### src/shared/sns_pkg.sv
/*
 * constants, opcode fields and types of the subtract / nibble swap datapath.
 * assumes a 14-bit instruction word and a 128-entry file of 8-bit registers.
 */
package sns_pkg;

   // ----------------------------------------------------------------------
   // widths
   // ----------------------------------------------------------------------
   localparam int unsigned DATA_W  = 8;
   localparam int unsigned ADDR_W  = 7;
   localparam int unsigned INSN_W  = 14;
   localparam int unsigned NIB_W   = 4;
   localparam int unsigned FILE_DEPTH = 128;

   // ----------------------------------------------------------------------
   // instruction fields
   // ----------------------------------------------------------------------
   localparam int unsigned DEST_BIT      = 7;
   localparam int unsigned LSUB_OPC_LSB  = 9;
   localparam int unsigned FILE_OPC_LSB  = 8;
   localparam logic [4:0]  LSUB_OPC      = 5'h1E;   // 11 110x
   localparam logic [5:0]  FSUB_OPC      = 6'h02;   // 00 0010
   localparam logic [5:0]  SWAP_OPC      = 6'h0E;   // 00 1110

   // ----------------------------------------------------------------------
   // reset values
   // ----------------------------------------------------------------------
   localparam logic [7:0]  WORK_RST      = 8'h00;
   localparam logic        FLAG_RST      = 1'b0;

   // ----------------------------------------------------------------------
   // timing: cycles from instruction taken to done pulse
   // ----------------------------------------------------------------------
   localparam int unsigned DONE_LATENCY  = 2;

   typedef enum logic [3:0] {
      OP_NONE = 4'h1,
      OP_LSUB = 4'h2,
      OP_FSUB = 4'h4,
      OP_SWAP = 4'h8
   } sns_op_e;

endpackage

### src/design/sns_file_mem.sv
/*
 * file register memory: one write port, one read port, registered read data.
 * assumes a single clock; contents are not reset.
 */
`timescale 1ns/10ps
module sns_file_mem #(
   parameter int unsigned WIDTH = 8,
   parameter int unsigned DEPTH = 128,
   parameter int unsigned AW    = 7
) (
   // clock
   input  wire logic             sys_clk_i,
   // write port
   input  wire logic             wr_en_i,
   input  wire logic [AW-1:0]    wr_addr_i,
   input  wire logic [WIDTH-1:0] wr_data_i,
   // read port
   input  wire logic [AW-1:0]    rd_addr_i,
   output logic      [WIDTH-1:0] rd_data_o
);

   logic [WIDTH-1:0] mem [DEPTH];

   always_ff @(posedge sys_clk_i) begin
      if (wr_en_i) begin
         mem[wr_addr_i] <= wr_data_i;
      end
      rd_data_o <= mem[rd_addr_i];
   end

endmodule

### src/design/sns_alu.sv
/*
 * subtract and nibble swap datapath slice of an 8-bit core: working register,
 * status flags, file register memory and a two-stage issue/execute pipe.
 * assumes instruction and load ports come from logic on sys_clk_i.
 */
`timescale 1ns/10ps
// Operation
// - literal-subtract writes literal minus working register to it; flags updated.
// - file-subtract computes file register minus working register in two cycles.
// - destination bit 0 writes working register, 1 writes back the file register.
// - carry after subtraction is inverted borrow: 1 when result is zero or positive.
module sns_alu
   import sns_pkg::*;
(
   // clock and reset
   input  wire logic                        sys_clk_i,
   input  wire logic                        rst_i,
   // instruction issue
   input  wire logic                        insn_valid_i,
   input  wire logic [sns_pkg::INSN_W-1:0]  insn_i,
   // working register load
   input  wire logic                        work_load_i,
   input  wire logic [sns_pkg::DATA_W-1:0]  work_data_i,
   // file register load
   input  wire logic                        file_load_i,
   input  wire logic [sns_pkg::ADDR_W-1:0]  file_addr_i,
   input  wire logic [sns_pkg::DATA_W-1:0]  file_data_i,
   // results and status
   output logic      [sns_pkg::DATA_W-1:0]  work_o,
   output logic                             carry_o,
   output logic                             digit_carry_flag_o,
   output logic                             zero_flag_o,
   output logic      [sns_pkg::DATA_W-1:0]  result_o,
   output logic                             done_o,
   output logic                             unsupported_o
);
   import sns_pkg::*;

   typedef struct packed {
      logic [DATA_W-1:0] w;
      logic              c;
      logic              dig_c;
      logic              z;
      logic              ex_valid;
      sns_op_e           ex_op;
      logic              ex_dest;
      logic [ADDR_W-1:0] ex_addr;
      logic [DATA_W-1:0] ex_lit;
      logic              fwd_hit;
      logic [DATA_W-1:0] fwd_data;
      logic [DATA_W-1:0] result;
      logic              done;
      logic              unsupported;
   } sns_state_s;

   sns_state_s st;
   sns_state_s next_st;

   logic [DATA_W-1:0] mem_rdata;
   logic [DATA_W-1:0] opnd;
   logic [DATA_W-1:0] minuend;
   logic              mem_we;
   logic [ADDR_W-1:0] mem_waddr;
   logic [DATA_W-1:0] mem_wdata;
   logic [DATA_W+1:0] sub_out;
   sns_op_e           dec_op;

   // ----------------------------------------------------------------------
   // helpers
   // ----------------------------------------------------------------------
   // returns {carry, digit carry, difference}; carries are inverted borrows
   function automatic logic [DATA_W+1:0] sub8(input logic [DATA_W-1:0] a,
                                              input logic [DATA_W-1:0] b);
      logic [DATA_W-1:0] diff;
      diff = a - b;
      return {(a >= b), (a[NIB_W-1:0] >= b[NIB_W-1:0]), diff};
   endfunction

   // exchanges the two nibbles of a byte
   function automatic logic [DATA_W-1:0] swap_nib(input logic [DATA_W-1:0] v);
      return {v[NIB_W-1:0], v[DATA_W-1:NIB_W]};
   endfunction

   function automatic sns_op_e decode(input logic [INSN_W-1:0] i);
      sns_op_e op;
      op = OP_NONE;
      if (i[INSN_W-1:LSUB_OPC_LSB] == LSUB_OPC) begin
         op = OP_LSUB;
      end else if (i[INSN_W-1:FILE_OPC_LSB] == FSUB_OPC) begin
         op = OP_FSUB;
      end else if (i[INSN_W-1:FILE_OPC_LSB] == SWAP_OPC) begin
         op = OP_SWAP;
      end
      return op;
   endfunction

   // ----------------------------------------------------------------------
   // file register memory
   // ----------------------------------------------------------------------
   sns_file_mem #(
      .WIDTH (DATA_W),
      .DEPTH (FILE_DEPTH),
      .AW    (ADDR_W)
   ) u_file (
      .sys_clk_i (sys_clk_i),
      .wr_en_i   (mem_we),
      .wr_addr_i (mem_waddr),
      .wr_data_i (mem_wdata),
      .rd_addr_i (insn_i[ADDR_W-1:0]),
      .rd_data_o (mem_rdata)
   );

   // ----------------------------------------------------------------------
   // execute datapath
   // ----------------------------------------------------------------------
   // a write in the issue cycle misses the registered read, so forward it
   assign opnd    = st.fwd_hit ? st.fwd_data : mem_rdata;
   assign minuend = (st.ex_op == OP_LSUB) ? st.ex_lit : opnd;
   assign sub_out = sub8(minuend, st.w);
   assign dec_op  = decode(insn_i);

   always_comb begin
      mem_we    = 1'b0;
      mem_waddr = file_addr_i;
      mem_wdata = file_data_i;
      if (st.ex_valid && st.ex_dest &&
          (st.ex_op == OP_FSUB || st.ex_op == OP_SWAP)) begin
         mem_we    = 1'b1;
         mem_waddr = st.ex_addr;
         mem_wdata = (st.ex_op == OP_FSUB) ? sub_out[DATA_W-1:0] : swap_nib(opnd);
      end else if (file_load_i) begin
         mem_we    = 1'b1;
      end
   end

   // ----------------------------------------------------------------------
   // next state
   // ----------------------------------------------------------------------
   always_comb begin
      next_st             = st;
      next_st.done        = 1'b0;
      next_st.unsupported = 1'b0;
      if (work_load_i) begin
         next_st.w = work_data_i;
      end
      if (st.ex_valid) begin
         next_st.done = 1'b1;
         case (st.ex_op)
            OP_LSUB: begin
               next_st.result = sub_out[DATA_W-1:0];
               next_st.w      = sub_out[DATA_W-1:0];
               next_st.c      = sub_out[DATA_W+1];
               next_st.dig_c  = sub_out[DATA_W];
               next_st.z      = (sub_out[DATA_W-1:0] == '0);
            end
            OP_FSUB: begin
               next_st.result = sub_out[DATA_W-1:0];
               if (!st.ex_dest) begin
                  next_st.w = sub_out[DATA_W-1:0];
               end
               next_st.c      = sub_out[DATA_W+1];
               next_st.dig_c  = sub_out[DATA_W];
               next_st.z      = (sub_out[DATA_W-1:0] == '0);
            end
            OP_SWAP: begin
               next_st.result = swap_nib(opnd);
               if (!st.ex_dest) begin
                  next_st.w = swap_nib(opnd);
               end
            end
            default: begin
               next_st.unsupported = 1'b1;
            end
         endcase
      end
      next_st.ex_valid = insn_valid_i;
      next_st.ex_op    = dec_op;
      next_st.ex_dest  = insn_i[DEST_BIT];
      next_st.ex_addr  = insn_i[ADDR_W-1:0];
      next_st.ex_lit   = insn_i[DATA_W-1:0];
      next_st.fwd_hit  = mem_we && (mem_waddr == insn_i[ADDR_W-1:0]);
      next_st.fwd_data = mem_wdata;
      if (rst_i) begin
         next_st             = '0;
         next_st.w           = WORK_RST;
         next_st.c           = FLAG_RST;
         next_st.dig_c       = FLAG_RST;
         next_st.z           = FLAG_RST;
         next_st.ex_op       = OP_NONE;
      end
   end

   always_ff @(posedge sys_clk_i) begin
      st <= next_st;
   end

   // ----------------------------------------------------------------------
   // outputs
   // ----------------------------------------------------------------------
   assign work_o             = st.w;
   assign carry_o            = st.c;
   assign digit_carry_flag_o = st.dig_c;
   assign zero_flag_o        = st.z;
   assign result_o           = st.result;
   assign done_o             = st.done;
   assign unsupported_o      = st.unsupported;
endmodule

### config.mk
export PLATFORM = sky130hd
export DESIGN_NAME = sns_alu
export DESIGN_NICKNAME = d
export VERILOG_FILES = /design/src/shared/sns_pkg.sv /design/src/design/sns_file_mem.sv /design/src/design/sns_alu.sv
export SDC_FILE = /design/constraint.sdc
export NUM_CORES = 1
export LEC_CHECK = 0
export BUFFER_PORTS_ARGS = -buffer_cell sky130_fd_sc_hd__buf_4
export CAP_MARGIN = 5
export CORE_AREA = 10 10 303 305
export CTS_CLUSTER_DIAMETER = 30
export CTS_CLUSTER_SIZE = 20
export DETAILED_ROUTE_END_ITERATION = 16
export DIE_AREA = 0 0 313 315
export PLACE_DENSITY = 0.75
export SKIP_CTS_REPAIR_TIMING = 1
export SYNTH_ARGS = -nofsm -noshare
export SYNTH_HDL_FRONTEND = slang
export SYNTH_SLANG_ARGS = --single-unit
export TNS_END_PERCENT = 50
### constraint.sdc
create_clock -name sys_clk_i -period 26 [get_ports sys_clk_i]
set_input_delay 5.2 -clock sys_clk_i [delete_from_list [all_inputs] [get_ports sys_clk_i]]
set_output_delay 5.2 -clock sys_clk_i [all_outputs]
set_load 0.1 [all_outputs]
# --- Yosys cells after proc, flatten, opt, wreduce, memory -nomap -nowiden ---
# Memories as Yosys holds them, arrays and structs flattened. A register that Yosys moved wholly into a read port is not among the register bits.
# Cells that the tools add are included.
word_totals:
  regBits: 51
  ram_bits: 1024
  input_bits: 42
  out_inout_bits: 21
  elab_cells: 62
  n_memories: 1
classes:
  n_addsub: 1
  n_lt_le_gt_ge: 2
  n_eq_ne: 7
  mux: 21
  bitwise_logic: 1
  reduce_logical: 13
mem_list:
  columns: ["memory", "words", "word_bits", "rd", "rd_clocked_by_memory_dff", "wr", "line", "rtl"]
  rows:
  - ["u_file.mem", 128, 8, 1, 1, 1, "sns_file_mem.sv:22", "logic [WIDTH-1:0] mem [DEPTH];"]
op_table:
  columns: ["cell", "count"]
  rows:
  - ["$mux W8", 7]
  - ["$pmux W8 S3", 1]
  - ["$pmux W8 S2", 1]
  - ["$mux W11", 1]
  - ["$ge A8 B8 Y1", 1]
  - ["$logic_not A8 Y1", 1]
  - ["$sub A8 B8 Y8", 1]
  - ["$eq A7 B7 Y1", 1]
  - ["$mux W7", 1]
  - ["$eq A6 B2 Y1 const B", 1]
  - ["$eq A6 B4 Y1 const B", 1]
  - ["$mux W3", 2]
  - ["$reduce_or A2 Y1", 3]
  - ["$reduce_or A3 Y1", 2]
  - ["$eq A5 B5 Y1 const B", 1]
  - ["$mux W1", 5]
  - ["$eq A4 B2 Y1 const B", 1]
  - ["$eq A4 B3 Y1 const B", 1]
  - ["$eq A4 B4 Y1 const B", 1]
  - ["$ge A4 B4 Y1", 1]
  - ["$mux W2", 2]
  - ["$mux W4", 1]
  - ["$reduce_and A2 Y1", 2]
  - ["$logic_and A1 B1 Y1", 3]
  - ["3 further kinds", 3]

# --- Longest topological paths before layout ---
depth:
  ltp_word: 6
  depth_mapped: 13

# --- Cells and area by module ---
# A second synthesis with hierarchy kept.
hier_totals:
  cells_unflattened: 1978
  hier_area_um2: 42438.2
modules_own_cells:
  columns: ["mod", "n_inst", "cells_each", "area_per_inst_um2", "seq_area_each_um2"]
  rows:
  - ["sns_file_mem", 1, 1635, 39665.5, 30909.6]
  - ["sns_alu", 1, 343, 2772.7, 860.8]

# --- Worst setup path after synthesis ---
# No wires, ideal clock.
synth_timing:
  path_kind: "input-to-reg"
  from: "input file_data_i[6] in the netlist's numbering"
  to: "memory u_file.mem[0][6] (data pin)"
  setup_time_ps: 968
  arrival_ps: 8840
  required_time_ps: 25032
  slack_ps: 16191
  cell_stages: 2
  path_cell_list: "nor2_1 > a31oi_1"
synth_via:
  elab_chain_len: 1
synth_lines:
  columns: ["element", "line", "rtl"]
  rows:
  - ["start: declaration", "sns_alu.sv:27", "input wire logic [sns_pkg::DATA_W-1:0] file_data_i,"]
  - ["$mux W8", "sns_alu.sv:126", "if (st.ex_valid && st.ex_dest &&"]
  - ["named net mem_wdata[6]", "sns_alu.sv:64", "logic [DATA_W-1:0] mem_wdata;"]
  - ["end: declaration", "sns_file_mem.sv:22", null]
# The timed path passes the listed nets, and every way through them passes these cells.

==> out/qor.yml <==
power:
  p_clk_frac: 0.487
  ir_drop_uv: 65.0
  comb_power_share: 0.050
  power_density_mw_per_mm2: 83.9
  p_sw_mw: 0.916
  p_leak_nw: 16.0
  p_sw_frac: 0.222
  intPower_mw: 3.21
  finalPower_mw: 4.13
  seq_power_share: 0.463
clocking:
  htreeDepth: 4
  cts-root-buf: "clkbuf_16"
  cts.sinks: 1075
  cts_buffers: 146
  clk_latency_ps: 750
  cts_tree: "yes"
  clockBufferDepth: 3
  path_clk_slew_ps: 50
grt:
  antenna_found_initial: 0
  overflow: 0
  grt_pass1_vias: 23300
  grt_pass1_wl_mm: 152
  grt_use_total: 0.205
  grt_start_max_net_pins: 112
timing:
  skew_ps: 34.9
  setup_tns_ps: 0
  drv_slew: 0
  setup_violations: 0
  fmax_mhz: 111
  whs_ps: 497
  worstMarginPinSlew_ps: 1270
  slew_headroom: 0.156
  hold_viol_final: 0
  fin_crit_sh: 0.347
  rsz0062_at_grt: "false"
  fin_crit_ps: 9020
cells_and_area:
  area.sequential_mm2: 0.0318
  final_core_util: 0.573
  drive_gt1_frac: 0.226
  design_area_mm2: 0.0492
  area_growth_pct: 15.7
  num_antenna_cells: 0
  final_common_cell: "edfxtp_1"
  final_cell_mix: "edfxtp_1, mux4_2, nor2_1"
  nets: 2479
  fill_cells: 6096
  multi_input_area_mm2: 0.0102
logic_synthesis:
  synth_top_family_by_area: "multiplexers"
  ys_ff_latch: 1075
  syn_avg_cell_area_um2: 18.3
  syn_inst: 2332
  synthXorXnorAreaFrac: 0.00268
  synthMuxAreaShare: 0.139
  synth_fa_ha_area_frac: 0.00312
  syn-num-nets: 2384
  synth_ff_type: "edfxtp_1"
  ys_seq_area_frac: 0.746
  synth_edf_count: 1024
  ys_warn_count: 0
  synth_cell_types: 52
  synth-compound-area-share: 0.0454
  syn_area_mm2: 0.0426
  async_reset_ff_frac: 0
  yosys.area_share.simple: 0.0459
placed_design:
  placed_area_mm2: 0.0442
  dp_hpwl_mm: 59.6
  port-buffer-count: 62
  gp_routability_congestion: 0.907
floorplanning:
  die_w_um: 313
  start_util: 0.495
  fp.coreArea_mm2: 0.0859
  fp.dieH_um: 315
  die_area_mm2: 0.0986
  rows: 108
  boundaryPins: 63
setup_path:
  ff2ff_setup_slack_ps: 20760
  crit_fanout: 90
  r2r_end: "u_file.mem[17][5]"
  crit_type: "input pin to flip-flop"
  path_buf_inv: 4
  arrival_ps: 9630
  crit_family: "buffers and inverters"
  reg2reg_from: "st[36]"
  setup.worst_path.start: "insn_i[0]"
  crit_required_ps: 26610
  reg2reg_depth: 12
  crit_top_cell: "buf_4"
  end_kind: "flip-flop"
  cp-start-kind: "input pin"
  cp_cell_sequence: "buf_8, buf_4, buf_4, buf_4, mux4_2, a211oi_1, nand2_1, nand2_1, nor4_1"
  crit_slowest_cell: "buf_4"
  crit_path_max_incr_delay_ps: 940
drt:
  drc: 0
  drtIter0Drc: 2545
  wire_per_inst_um: 27.2
  routed_wl_mm: 101
  viasPerCell: 6.15
  via_count: 22800
  detail-route-antenna-nets: 0
  drt_pass1_iterations: 7
worst_hold_path:
  worstHoldPathCells: 2
  hp-start: "digit_carry_flag_o"
  worstHoldPathType: "flip-flop to flip-flop"
  min_to: "digit_carry_flag_o"
run:
  max_cap_violations: 0
outcome:
  status: "finished, final reports clean"
-- how the worst max path moves through the flow --
stage / to / cells past startpoint
after floorplan: u_file.mem[0][6] / 2
after CTS: u_file.rd_data_o[1] / 9
after detailed placement: u_file.rd_data_o[1] / 9
after global routing: u_file.rd_data_o[6] / 9
after global placement: u_file.rd_data_o[1] / 9
final: u_file.rd_data_o[1] / 9
-- synthesized netlist by cell type (3+ instances only) --
cell      number  share of area
edfxtp_1    1024           0.72
mux4_2       192           0.10
nor2_1       178          0.016
mux2i_1      153          0.036
nand2_1      115          0.010
clkbuf_1      77         0.0068
a22oi_1       64          0.011
a211oi_1      63          0.011
o22ai_1       61         0.0090
dfxtp_1       51          0.024
buf_2         36         0.0042
a21oi_1       35         0.0041
nor3_1        28         0.0033
o21ai_0       25         0.0029
buf_1         20         0.0018
buf_4         19         0.0034
nor2b_1       19         0.0028
nand2b_1      17         0.0025
or2_2         17         0.0025
inv_1         15         0.0013
nand3_1       15         0.0018
nand3b_1      13         0.0023
a31oi_1       11         0.0016
xnor2_1       10         0.0021
ha_1           9         0.0026
nor4_1         9         0.0013
o21a_1         8         0.0014
nor3b_1        6         0.0011
a21o_1         4        0.00071
o31ai_1        4        0.00071
mux2_2         3        0.00079
o211ai_1       3        0.00053
or4_1          3        0.00053
xor2_1         3        0.00062
-- registers in the layout (all words and copies together), names as in the netlist --
signal / flops
u_file.mem: 1024
st: 22
carry_o: 1
unsupported_o: 1
done_o: 1
digit_carry_flag_o: 1
u_file.rd_data_o: 8
result_o: 8
work_o: 8
zero_flag_o: 1
-- power groups by stage --
| stage | Sequential (mW) | Combinational [mW] | Clock (mW) |
|---|---|---|---|
| after floorplan | 1.95 | 0.134 | 0 |
| after global placement | 1.95 | 0.198 | 0 |
| after detailed placement | 1.95 | 0.202 | 0 |
| after CTS | 1.91 | 0.204 | 2.03 |
| after global routing | 1.91 | 0.219 | 2.10 |
| final | 1.91 | 0.206 | 2.01 |
-- worst min-delay path, cell delays in order (launching register included) --
cell and delay (ps):
dfxtp_1 330, a21oi_1 60, nor2_1 70
-- layout make-up --
class,instances,share of cell area
well taps,1155,0.0294
clock inverters,103,0.0246
repair buffers,100,0.0158
multi-input cells,1089,0.206
inverters,15,0.00114
flip-flops and latches,1075,0.645
clock buffers,165,0.0776
-- stage by stage --
stage / instances / setup WS (ps)
final: 3702 / 16980
after global routing: 3702 / 16550
after CTS: 3701 / 16930
after detailed placement: 3433 / 16170
after global placement: 3433 / 16250
after floorplan: 2332 / 16190
-- per-layer routing --
layer	share of wire	wire length [um]	global-route usage	vias to the layer above
met5	0	0	0	-
met4	0.048	4850	0.102	0
met3	0.086	8660	0.0433	266
met2	0.49	49300	0.331	1245
met1	0.38	37800	0.262	11700
li1	-	-	-	9606
-- cells by family after synthesis --
| group | after synthesis |
|---|---|
| multiplexers | 349 |
| flip-flops | 1075 |
| AND/OR/NAND/NOR | 429 |
| adder cells (fa/ha/maj) | 10 |
| AO/OA/AOI/OAI | 288 |
| XOR/XNOR | 13 |
| buffers and inverters | 168 |
No activity file was read; power rests on OpenSTA's default activity.
